`config.mk`:
```
export PLATFORM = sky130hd
export DESIGN_NAME = trgin_regs
export DESIGN_NICKNAME = d
export VERILOG_FILES = /design/src/trgin_pkg.sv /design/src/trgin_regs.sv
export SDC_FILE = /design/constraint.sdc
export NUM_CORES = 1
export LEC_CHECK = 0
export BUFFER_PORTS_ARGS = -buffer_cell sky130_fd_sc_hd__buf_2
export CAP_MARGIN = 20
export CORE_AREA = 2 2 266 268
export CTS_CLUSTER_DIAMETER = 60
export DETAILED_ROUTE_END_ITERATION = 8
export DIE_AREA = 0 0 268 270
export GPL_ROUTABILITY_DRIVEN = 0
export GPL_TIMING_DRIVEN = 0
export PLACE_DENSITY = 0.69
export SKIP_CTS_REPAIR_TIMING = 1
export SLEW_MARGIN = 5
export SYNTH_ARGS = -nofsm -noshare
export SYNTH_HDL_FRONTEND = slang
export SYNTH_SLANG_ARGS = --single-unit
```
`constraint.sdc`:
```
create_clock -name clock_i -period 6.7 [get_ports clock_i]
set_clock_uncertainty 0.05 [all_clocks]
set_input_delay 1.005 -clock clock_i [delete_from_list [all_inputs] [get_ports clock_i]]
set_output_delay 1.005 -clock clock_i [all_outputs]
set_load 0.01 [all_outputs]
```
`src/trgin_pkg.sv`:
```
// Package for the trigger input timing register bank.
// Assumes one 250 MHz clock and a 32-bit Avalon-MM register port.
package trgin_pkg;
  // Register indexes; byte address is four times the index
  localparam logic [6:0] IDX_CONTROL     = 7'h00;
  localparam logic [6:0] IDX_STATUS      = 7'h01;
  localparam logic [6:0] IDX_COINC_WIN   = 7'h06;
  localparam logic [6:0] IDX_SECOND_PULSE_INPUT_DELAY     = 7'h07;
  localparam logic [6:0] IDX_ACC_DEL     = 7'h08;
  localparam logic [6:0] IDX_TARGET_SEL  = 7'h09;
  localparam logic [6:0] IDX_PIX_DEL     = 7'h0a;
  localparam logic [6:0] IDX_PIX_OFFS    = 7'h0b;
  localparam logic [6:0] IDX_RATE_LOW    = 7'h0c;
  localparam logic [6:0] IDX_RATE_HIGH   = 7'h0d;
  localparam logic [6:0] IDX_MISMATCH    = 7'h0e;
  localparam logic [6:0] IDX_CAL_DEL     = 7'h0f;
  localparam logic [6:0] IDX_MASK_FIRST  = 7'h10;
  localparam logic [6:0] IDX_MASK_LAST   = 7'h16;
  // Field positions
  localparam int CTRL_CLR_MISMATCH_BIT  = 5;
  localparam int STAT_PIX_BUSY_BIT      = 2;
  localparam int STAT_PPS_ERROR_BIT     = 4;
  localparam int COINC_WIN_W            = 3;
  localparam int FINE_W                 = 5;
  localparam int COARSE_LSB             = 5;
  localparam int OFFS_W                 = 3;
  localparam logic [7:0] TARGET_SEL_MASK = 8'h77;
  // Reset values
  localparam logic [7:0] CONTROL_RESET   = 8'h00;
  localparam logic [7:0] COINC_WIN_RESET = 8'h02;
  localparam logic [7:0] DELAY_RESET     = 8'h00;
  // Pixels per cluster and clusters, and which positions exist
  localparam int NPIX      = 7;
  localparam int NCLU      = 7;
  localparam int NHIT      = NPIX * NCLU;
  localparam logic [NCLU*8-1:0] PIXEL_EXISTS = {8'h1f, 8'h4f, 8'h6b, 8'h79, 8'h7c, 8'h3e, 8'h7f};
  // Timing
  localparam longint CLK_FREQ_HZ       = 250_000_000;
  localparam longint SYS_TICK_HZ       = 50_000_000;
  localparam int     SYS_TICK_DIV      = int'(CLK_FREQ_HZ / SYS_TICK_HZ);
  localparam longint SCALER_WINDOW_MS  = 1000;
  localparam longint SCALER_WINDOW_CYC = CLK_FREQ_HZ / 1000 * SCALER_WINDOW_MS;
  localparam longint PPS_TICKS_PER_SEC = SYS_TICK_HZ;
  localparam int     FINE_PULSES_PER_STEP = 2;
endpackage

```
`src/trgin_regs.sv`:
```
// Register bank for trigger input conditioning: hit masking and shaping,
// delay tap codes, trigger rate scaler and second-pulse supervision.
// Assumes all inputs synchronous to clock_i; delay lines are external and take tap codes.
`timescale 1ns/1ps

// Contract
// - Window zero passes hits unshaped; nonzero x stretches hits for a 2x-1 ns window; code holds x clock cycles (4x ns).
// - Shaping acts on hit leading edges before the trigger fabric.
// - Second-pulse input delay register sets its delay in 37 ps steps, max 87h.
// - Accept input delay register sets accept delay in 37 ps steps, max 87h.
// - Target select holds pixel in bits 2..0, cluster in 6..4; bits 3,7 zero.
// - Pixel delay bits 4..0 give fine delay in 37 ps steps for the target.
// - Pixel delay bits 7..5 give coarse 1 ns steps, active at once, no busy.
// - Fine value 1..31 needs 2..62 target hits; busy stays set until done.
// - Delay handling is identical for every cluster, no central offset.
// - Pixel delay offset register gives a per-pixel 3-bit coarse offset.
// - Rate scaler shows trigger frequency in Hz as low and high read-only bytes.
// - Mismatch counter counts second intervals not equal to 50 million ticks.
// - Mismatch counter saturates at FFh.
// - Read-only register reports the calibrated second-pulse delay.
// - Mask bit zero forces that pixel's hit input low.
// - Mask readback shows ones only at maskable pixel positions.
// - Masking applies in every trigger mode.
// - Control bit 5 at one clears the mismatch counter.
// - Pixel delay write while busy restarts adjustment with newest value.
// - Busy stays inactive for nonexistent pixel positions.
module trgin_regs
  import trgin_pkg::*;
#(
  parameter longint SCALER_CYCLES = SCALER_WINDOW_CYC,
  parameter longint PPS_TICKS     = PPS_TICKS_PER_SEC
) (
  // Clock and reset
  input  wire logic               clock_i,
  input  wire logic               sys_rst_i,
  // Avalon-MM slave
  input  wire logic [8:0]         avs_address_i,
  input  wire logic               avs_read_i,
  input  wire logic               avs_write_i,
  input  wire logic [31:0]        avs_writedata_i,
  input  wire logic [3:0]         avs_byteenable_i,
  output logic      [31:0]        avs_readdata_o,
  output logic                    avs_waitrequest_o,
  // Front-end and timing inputs
  input  wire logic [NHIT-1:0]    pixel_hit_signal_i,
  input  wire logic               accept_trigger_i,
  input  wire logic               second_pulse_i,
  input  wire logic [7:0]         second_pulse_cal_i,
  // To trigger fabric and delay lines
  output logic      [NHIT-1:0]    shaped_hit_o,
  output logic      [7:0]         second_pulse_tap_o,
  output logic      [7:0]         accept_tap_o,
  output logic                    pixel_tap_load_o,
  output logic      [2:0]         pixel_tap_cluster_o,
  output logic      [2:0]         pixel_tap_pixel_o,
  output logic      [7:0]         pixel_tap_code_o,
  output logic      [OFFS_W-1:0]  pixel_tap_offset_o
);

  function automatic logic pix_exists(input logic [2:0] clu, input logic [2:0] pix);
    pix_exists = (clu < 3'(NCLU)) && (pix < 3'(NPIX)) && PIXEL_EXISTS[clu*8+pix];
  endfunction

  function automatic logic [7:0] sat_inc(input logic [7:0] v);
    sat_inc = (v == 8'hff) ? v : v + 8'h01;
  endfunction

  logic [7:0]        control_reg;
  logic [7:0]        coinc_window_reg;
  logic [7:0]        pps_delay_reg;
  logic [7:0]        acc_delay_reg;
  logic [7:0]        target_sel_reg;
  logic [7:0]        pix_delay_reg;
  logic [OFFS_W-1:0] pix_offs_mem [NHIT];
  logic [7:0]        mask_reg [NCLU];
  logic [15:0]       rate_reg;
  logic [7:0]        mismatch_reg;
  logic [7:0]        cal_delay_reg;
  logic              pix_busy_reg;
  logic [6:0]        pulses_left_reg;
  logic [31:0]       rdata_next;
  logic              ack;
  logic              wr_en;
  logic [6:0]        idx;
  logic [2:0]        sel_clu;
  logic [2:0]        sel_pix;
  logic [5:0]        sel_flat;
  logic              sel_ok;

  assign idx      = avs_address_i[8:2];
  assign ack      = (avs_read_i || avs_write_i) && !avs_waitrequest_o;
  assign wr_en    = ack && avs_write_i && avs_byteenable_i[0];
  assign sel_clu  = target_sel_reg[6:4];
  assign sel_pix  = target_sel_reg[2:0];
  assign sel_flat = 6'(sel_clu * NPIX + sel_pix);
  assign sel_ok   = pix_exists(sel_clu, sel_pix);

  // Bus handshake: one wait cycle, then one answer cycle; write lands on the answer edge
  always_ff @(posedge clock_i) begin
    if (sys_rst_i) begin
      avs_waitrequest_o <= 1'b1;
    end else if ((avs_read_i || avs_write_i) && avs_waitrequest_o) begin
      avs_waitrequest_o <= 1'b0;
    end else begin
      avs_waitrequest_o <= 1'b1;
    end
  end

  always_comb begin
    rdata_next = 32'h0000_0000;
    unique case (idx)
      IDX_CONTROL:    rdata_next[7:0] = control_reg;
      IDX_STATUS: begin
        rdata_next[STAT_PIX_BUSY_BIT]  = pix_busy_reg;
        rdata_next[STAT_PPS_ERROR_BIT] = (mismatch_reg != 8'h00);
      end
      IDX_COINC_WIN:  rdata_next[7:0] = coinc_window_reg;
      IDX_SECOND_PULSE_INPUT_DELAY:    rdata_next[7:0] = pps_delay_reg;
      IDX_ACC_DEL:    rdata_next[7:0] = acc_delay_reg;
      IDX_TARGET_SEL: rdata_next[7:0] = target_sel_reg;
      IDX_PIX_DEL:    rdata_next[7:0] = pix_delay_reg;
      IDX_PIX_OFFS:   rdata_next[OFFS_W-1:0] = sel_ok ? pix_offs_mem[sel_flat] : '0;
      IDX_RATE_LOW:   rdata_next[7:0] = rate_reg[7:0];
      IDX_RATE_HIGH:  rdata_next[7:0] = rate_reg[15:8];
      IDX_MISMATCH:   rdata_next[7:0] = mismatch_reg;
      IDX_CAL_DEL:    rdata_next[7:0] = cal_delay_reg;
      default: begin
        if (idx >= IDX_MASK_FIRST && idx <= IDX_MASK_LAST) begin
          rdata_next[7:0] = mask_reg[3'(idx - IDX_MASK_FIRST)];
        end
      end
    endcase
  end

  always_ff @(posedge clock_i) begin
    if (sys_rst_i) begin
      avs_readdata_o <= 32'h0000_0000;
    end else if (avs_read_i && avs_waitrequest_o) begin
      avs_readdata_o <= rdata_next;
    end
  end

  // Plain read/write registers; reserved bits never stored
  always_ff @(posedge clock_i) begin
    if (sys_rst_i) begin
      control_reg      <= CONTROL_RESET;
      coinc_window_reg <= COINC_WIN_RESET;
      pps_delay_reg    <= DELAY_RESET;
      acc_delay_reg    <= DELAY_RESET;
      target_sel_reg   <= DELAY_RESET;
      pix_delay_reg    <= DELAY_RESET;
    end else if (wr_en) begin
      unique case (idx)
        IDX_CONTROL:    control_reg      <= avs_writedata_i[7:0];
        IDX_COINC_WIN:  coinc_window_reg <= {5'h00, avs_writedata_i[COINC_WIN_W-1:0]};
        IDX_SECOND_PULSE_INPUT_DELAY:    pps_delay_reg    <= avs_writedata_i[7:0];
        IDX_ACC_DEL:    acc_delay_reg    <= avs_writedata_i[7:0];
        IDX_TARGET_SEL: target_sel_reg   <= avs_writedata_i[7:0] & TARGET_SEL_MASK;
        IDX_PIX_DEL:    pix_delay_reg    <= avs_writedata_i[7:0];
        default: ;
      endcase
    end
  end

  // Mask registers keep only bits of pixels that exist
  always_ff @(posedge clock_i) begin
    for (int c = 0; c < NCLU; c++) begin
      if (sys_rst_i) begin
        mask_reg[c] <= PIXEL_EXISTS[c*8 +: 8];
      end else if (wr_en && idx == IDX_MASK_FIRST + 7'(c)) begin
        mask_reg[c] <= avs_writedata_i[7:0] & PIXEL_EXISTS[c*8 +: 8];
      end
    end
  end

  // Offsets only matter once after power-up; held per pixel so each can be re-read
  always_ff @(posedge clock_i) begin
    for (int i = 0; i < NHIT; i++) begin
      if (sys_rst_i) begin
        pix_offs_mem[i] <= '0;
      end else if (wr_en && idx == IDX_PIX_OFFS && sel_ok && sel_flat == 6'(i)) begin
        pix_offs_mem[i] <= avs_writedata_i[OFFS_W-1:0];
      end
    end
  end

  // Tap codes to the delay lines
  always_ff @(posedge clock_i) begin
    if (sys_rst_i) begin
      second_pulse_tap_o  <= DELAY_RESET;
      accept_tap_o        <= DELAY_RESET;
      pixel_tap_load_o    <= 1'b0;
      pixel_tap_cluster_o <= 3'h0;
      pixel_tap_pixel_o   <= 3'h0;
      pixel_tap_code_o    <= DELAY_RESET;
      pixel_tap_offset_o  <= '0;
    end else begin
      second_pulse_tap_o <= pps_delay_reg;
      accept_tap_o       <= acc_delay_reg;
      // Same load path for every cluster, no extra offset anywhere
      pixel_tap_load_o   <= wr_en && (idx == IDX_PIX_DEL || idx == IDX_PIX_OFFS) && sel_ok;
      if (wr_en && sel_ok && idx == IDX_PIX_DEL) begin
        pixel_tap_cluster_o <= sel_clu;
        pixel_tap_pixel_o   <= sel_pix;
        pixel_tap_code_o    <= avs_writedata_i[7:0];
        pixel_tap_offset_o  <= pix_offs_mem[sel_flat];
      end else if (wr_en && sel_ok && idx == IDX_PIX_OFFS) begin
        pixel_tap_cluster_o <= sel_clu;
        pixel_tap_pixel_o   <= sel_pix;
        pixel_tap_code_o    <= pix_delay_reg;
        pixel_tap_offset_o  <= avs_writedata_i[OFFS_W-1:0];
      end
    end
  end

  // Hit masking right at the input, ahead of any trigger mode
  logic [NHIT-1:0] mask_flat;
  logic [NHIT-1:0] masked_hit_reg;
  logic [NHIT-1:0] masked_prev_reg;
  logic [2:0]      stretch_cnt [NHIT];
  logic [2:0]      win_len;

  assign win_len = coinc_window_reg[COINC_WIN_W-1:0];

  always_comb begin
    for (int i = 0; i < NHIT; i++) begin
      mask_flat[i] = mask_reg[i / NPIX][i % NPIX];
    end
  end

  always_ff @(posedge clock_i) begin
    if (sys_rst_i) begin
      masked_hit_reg  <= '0;
      masked_prev_reg <= '0;
    end else begin
      masked_hit_reg  <= pixel_hit_signal_i & mask_flat;
      masked_prev_reg <= masked_hit_reg;
    end
  end

  // With a nonzero window a leading edge restarts a fixed-length pulse; the hit's own length is discarded
  always_ff @(posedge clock_i) begin
    for (int i = 0; i < NHIT; i++) begin
      if (sys_rst_i) begin
        stretch_cnt[i]  <= 3'h0;
        shaped_hit_o[i] <= 1'b0;
      end else if (win_len == 3'h0) begin
        stretch_cnt[i]  <= 3'h0;
        shaped_hit_o[i] <= masked_hit_reg[i];
      end else if (masked_hit_reg[i] && !masked_prev_reg[i]) begin
        stretch_cnt[i]  <= win_len - 3'h1;
        shaped_hit_o[i] <= 1'b1;
      end else if (stretch_cnt[i] != 3'h0) begin
        stretch_cnt[i]  <= stretch_cnt[i] - 3'h1;
        shaped_hit_o[i] <= 1'b1;
      end else begin
        shaped_hit_o[i] <= 1'b0;
      end
    end
  end

  // Fine delay settling counts leading edges on the target pixel
  logic sel_edge;
  assign sel_edge = masked_hit_reg[sel_flat] && !masked_prev_reg[sel_flat];

  always_ff @(posedge clock_i) begin
    if (sys_rst_i) begin
      pix_busy_reg    <= 1'b0;
      pulses_left_reg <= 7'h00;
    end else if (wr_en && idx == IDX_PIX_DEL) begin
      // Newest write restarts the count; coarse-only writes never go busy
      pix_busy_reg    <= sel_ok && (avs_writedata_i[FINE_W-1:0] != 5'h00);
      pulses_left_reg <= 7'(FINE_PULSES_PER_STEP) * {2'b00, avs_writedata_i[FINE_W-1:0]};
    end else if (pix_busy_reg && sel_edge) begin
      pulses_left_reg <= pulses_left_reg - 7'h01;
      if (pulses_left_reg == 7'h01) begin
        pix_busy_reg <= 1'b0;
      end
    end
  end

  // System tick divider and second-pulse supervision
  logic [2:0]  tick_div_reg;
  logic        sys_tick;
  logic        pps_prev_reg;
  logic        pps_armed_reg;
  logic [31:0] pps_ticks_reg;
  logic        pps_edge;
  logic        mismatch_event;
  logic [31:0] pps_ticks_now;

  assign sys_tick       = (tick_div_reg == 3'(SYS_TICK_DIV - 1));
  assign pps_edge       = second_pulse_i && !pps_prev_reg;
  // A tick on the closing edge still belongs to the interval that this edge ends
  assign pps_ticks_now  = pps_ticks_reg + {31'h0000_0000, sys_tick};
  assign mismatch_event = pps_edge && pps_armed_reg && (pps_ticks_now != 32'(PPS_TICKS));

  always_ff @(posedge clock_i) begin
    if (sys_rst_i) begin
      tick_div_reg <= 3'h0;
    end else begin
      tick_div_reg <= sys_tick ? 3'h0 : tick_div_reg + 3'h1;
    end
  end

  always_ff @(posedge clock_i) begin
    if (sys_rst_i) begin
      pps_prev_reg  <= 1'b0;
      pps_armed_reg <= 1'b0;
      pps_ticks_reg <= 32'h0000_0000;
    end else begin
      pps_prev_reg <= second_pulse_i;
      if (pps_edge) begin
        pps_armed_reg <= 1'b1;
        pps_ticks_reg <= 32'h0000_0000;
      end else if (sys_tick && pps_ticks_reg != 32'hffff_ffff) begin
        pps_ticks_reg <= pps_ticks_reg + 32'h0000_0001;
      end
    end
  end

  // A mismatch in a clear cycle loads one instead of zero, so no mismatch is lost
  always_ff @(posedge clock_i) begin
    if (sys_rst_i) begin
      mismatch_reg <= 8'h00;
    end else if (mismatch_event) begin
      mismatch_reg <= control_reg[CTRL_CLR_MISMATCH_BIT] ? 8'h01 : sat_inc(mismatch_reg);
    end else if (control_reg[CTRL_CLR_MISMATCH_BIT]) begin
      mismatch_reg <= 8'h00;
    end
  end

  always_ff @(posedge clock_i) begin
    if (sys_rst_i) begin
      cal_delay_reg <= 8'h00;
    end else begin
      cal_delay_reg <= second_pulse_cal_i;
    end
  end

  // Rate scaler: accept edges over a one-second gate, saturating at 16 bits
  logic [31:0] gate_cnt_reg;
  logic [15:0] acc_cnt_reg;
  logic        acc_prev_reg;
  logic        gate_end;
  logic        acc_edge;

  assign gate_end = (gate_cnt_reg == 32'(SCALER_CYCLES - 1));
  assign acc_edge = accept_trigger_i && !acc_prev_reg;

  always_ff @(posedge clock_i) begin
    if (sys_rst_i) begin
      gate_cnt_reg <= 32'h0000_0000;
      acc_cnt_reg  <= 16'h0000;
      acc_prev_reg <= 1'b0;
      rate_reg     <= 16'h0000;
    end else begin
      acc_prev_reg <= accept_trigger_i;
      gate_cnt_reg <= gate_end ? 32'h0000_0000 : gate_cnt_reg + 32'h0000_0001;
      if (gate_end) begin
        rate_reg    <= acc_cnt_reg;
        // An edge on the gate end opens the next window, so none is lost
        acc_cnt_reg <= {15'h0000, acc_edge};
      end else if (acc_edge && acc_cnt_reg != 16'hffff) begin
        acc_cnt_reg <= acc_cnt_reg + 16'h0001;
      end
    end
  end
endmodule
```
==> results_dict.tcl <==
set metrics [dict create \
    core_um2 69500 \
    slowest_delay_ps 880 \
    power_frac_comb 0.213 \
    antenna_left 0 \
    post-route-period-util 0.845 \
    power_density_nw_per_um2 325 \
    path_max_fanout 10 \
    rr_worst_depth 10 \
    cap_viol_max_count 0 \
    synthFlopType "dfxtp_1" \
    final_nets 3656 \
    hold_viol_final 0 \
    dieArea_um2 72400 \
    numCtsBuffers 75 \
    areaGrowthSynthToFinish_pct 14.2 \
    internal_power_mw 8.57 \
    layout_common_cells "481 x nor2_1, 333 x dfxtp_1, 331 x edfxtp_1, 269 x nand2_1, 172 x clkbuf_1" \
    path_common_cell "fa_1" \
    grt_pass1_wl_mm 140 \
    grt_overflow 0 \
    holdWs_ps 410 \
    setup-violations-final 0 \
    vias 25400 \
    relSlewSlack 0.244 \
    slew_violations 0 \
    drive_above_1_share 0.123 \
    pwr-share-seq 0.436 \
    vias_per_cell 5.74 \
    path_cells "fa_1 -> fa_1 -> fa_1 -> xor2_1 -> buf_2 -> buf_2 -> clkbuf_1 -> nand2_1 -> clkbuf_1 -> o21ai_0" \
    tns_ps 0 \
    start_kind "register" \
    ys_seq_area_frac 0.515 \
    drtIter0Drc 3002 \
    min_from "control_reg[2]" \
    peakVddDrop_uv 206 \
    yosys_warnings 0 \
    slowest_stage "xor2_1" \
    whs_path_depth 2 \
    endpoint_kind "register" \
    synth_area_leaders "edfxtp_1 31%, dfxtp_1 21%, nor2_1 5.6%" \
    die_x_um 268 \
    synthCells 3162 \
    holdCritPathClass "register to register" \
    synthesis.area_um2 32300 \
    arrival_ps 5850 \
    dr.pass1.iters 9 \
    yosysTopAreaCellShare 0.308 \
    wl_mm 92.5 \
    grt_pass1_vias 24000 \
    clockRootBuffer "clkbuf_16" \
    fmax_mhz 177 \
    rsz0062_at_grt "no" \
    tightest_slew_ps 1130 \
    async_reset_ff_frac 0 \
    htree_levels 3 \
    synth_edf_count 331 \
    synth_area_leader_cell "edfxtp_1" \
    fill_cells 6225 \
    p_leak_nw 13.7 \
    cts_tree "done" \
    insertion_delay_ps 640 \
    yosys.cell_types.count 81 \
    clock_power_share 0.351 \
    sw_frac_of_total 0.285 \
    dp.final_hpwl_mm 67.5 \
    clock-sinks 664 \
    ios 224 \
    dieHeight_um 270 \
    period_needed_ps 5660 \
    synth-seq-cells 664 \
    clkTransAtPathRegs_ps 60 \
    gr-usage-all-layers 0.253 \
    wire_per_inst_um 20.9 \
    status "completed" \
    timing.rr.start "target_sel_reg[6]" \
    antenna_found_initial 5 \
    top_regs "pix_offs_mem (147), stretch_cnt (147), shaped_hit_o (49)" \
    cp-startpoint "target_sel_reg[6]" \
    power_mw 12.0 \
    core.rowCount 97 \
    layout_commonest_cell "nor2_1" \
    port_buffers 154 \
    drcViolationCount 0 \
    place_worst_setup_slack_ps 1150 \
    grt_start_max_net_pins 15 \
    fin_ws_ps 1040 \
    p_sw_mw 3.42 \
    cp.required_ps 6880 \
    crit_type "register to register" \
    start_util 0.464 \
    cts_buffer_depth 3 \
    syn_area_per_cell_um2 10.2 \
]
-- synth_stat cells (all sizes together), types with 51 or more instances --
cell	number
a21oi	56
and3	51
buf	58
clkbuf	157
dfxtp	333
edfxtp	331
ha	125
inv	143
mux2i	119
nand2	269
nand2b	90
nand3	64
nor2	481
nor2b	72
nor3	132
o21ai	76
o22a	74
-- power groups by stage --
| stage | Clock [mW] | Combinational [mW] | Sequential [mW] |
|---|---|---|---|
| after floorplan | 0 | 1.87 | 5.30 |
| final | 4.21 | 2.55 | 5.23 |
| after global routing | 4.43 | 2.89 | 5.29 |
| after detailed placement | 0 | 2.52 | 5.31 |
| after CTS | 4.25 | 2.55 | 5.23 |
| after global placement | 0 | 2.47 | 5.29 |
-- area by class of cell --
cell class	count	area, µm²	area share
Buffer	215	935	0.0254
Clock buffer	99	2090	0.0568
Multi-Input combinational cell	2162	14300	0.387
Sequential cell	664	16600	0.451
Clock inverter	39	430	0.0117
Tap cell	940	1180	0.0319
Inverter	144	541	0.0147
Antenna cell	1	2.50	0.0000679
Timing Repair Buffer	157	791	0.0215
-- per-stage QoR --
| stage | instances | util | area [µm²] |
|---|---|---|---|
| after global routing | 4421 | 0.530 | 36800 |
| after global placement | 4279 | 0.493 | 34300 |
| after detailed placement | 4281 | 0.493 | 34300 |
| final | 4421 | 0.530 | 36800 |
| after CTS | 4419 | 0.530 | 36800 |
| after floorplan | 3185 | - | 32300 |
-- worst paths after layout --
check	end	slack (ps)
worst min register to register	control_reg[2]	410
worst min-delay path	control_reg[2]	410
worst max-delay path	pix_offs_mem[40][2]	1040
worst max register to register	pix_offs_mem[40][2]	1040
-- routing by layer --
metal / track usage / vias to the layer above / routed length (µm)
met3: 0.0530 / 235 / 9060
li1: - / 11700 / -
met4: 0.0934 / 4 / 3290
met2: 0.402 / 1245 / 42200
met5: 0.00203 / - / 22
met1: 0.339 / 12200 / 37900
-- critical path: cells and delay by family, from the launching register on --
kind            cells  cell delay (ps)
compound gates      1              490
xor+xnor            1              880
fa+ha+maj           3             1550
buf+inv             4             1510
flops               1              600
simple gates        1              180
-- cell families after synthesis --
kind of cell    count (synthesis)  synth area share
mux                           175            0.0736
buf+inv                       359            0.0457
fa+ha+maj                     129            0.0510
compound gates                411            0.0913
simple gates                 1344             0.202
flops                         664             0.515
other cells                     1          0.000116
xor+xnor                       79            0.0214
No activity file was read; power rests on OpenSTA's default activity.
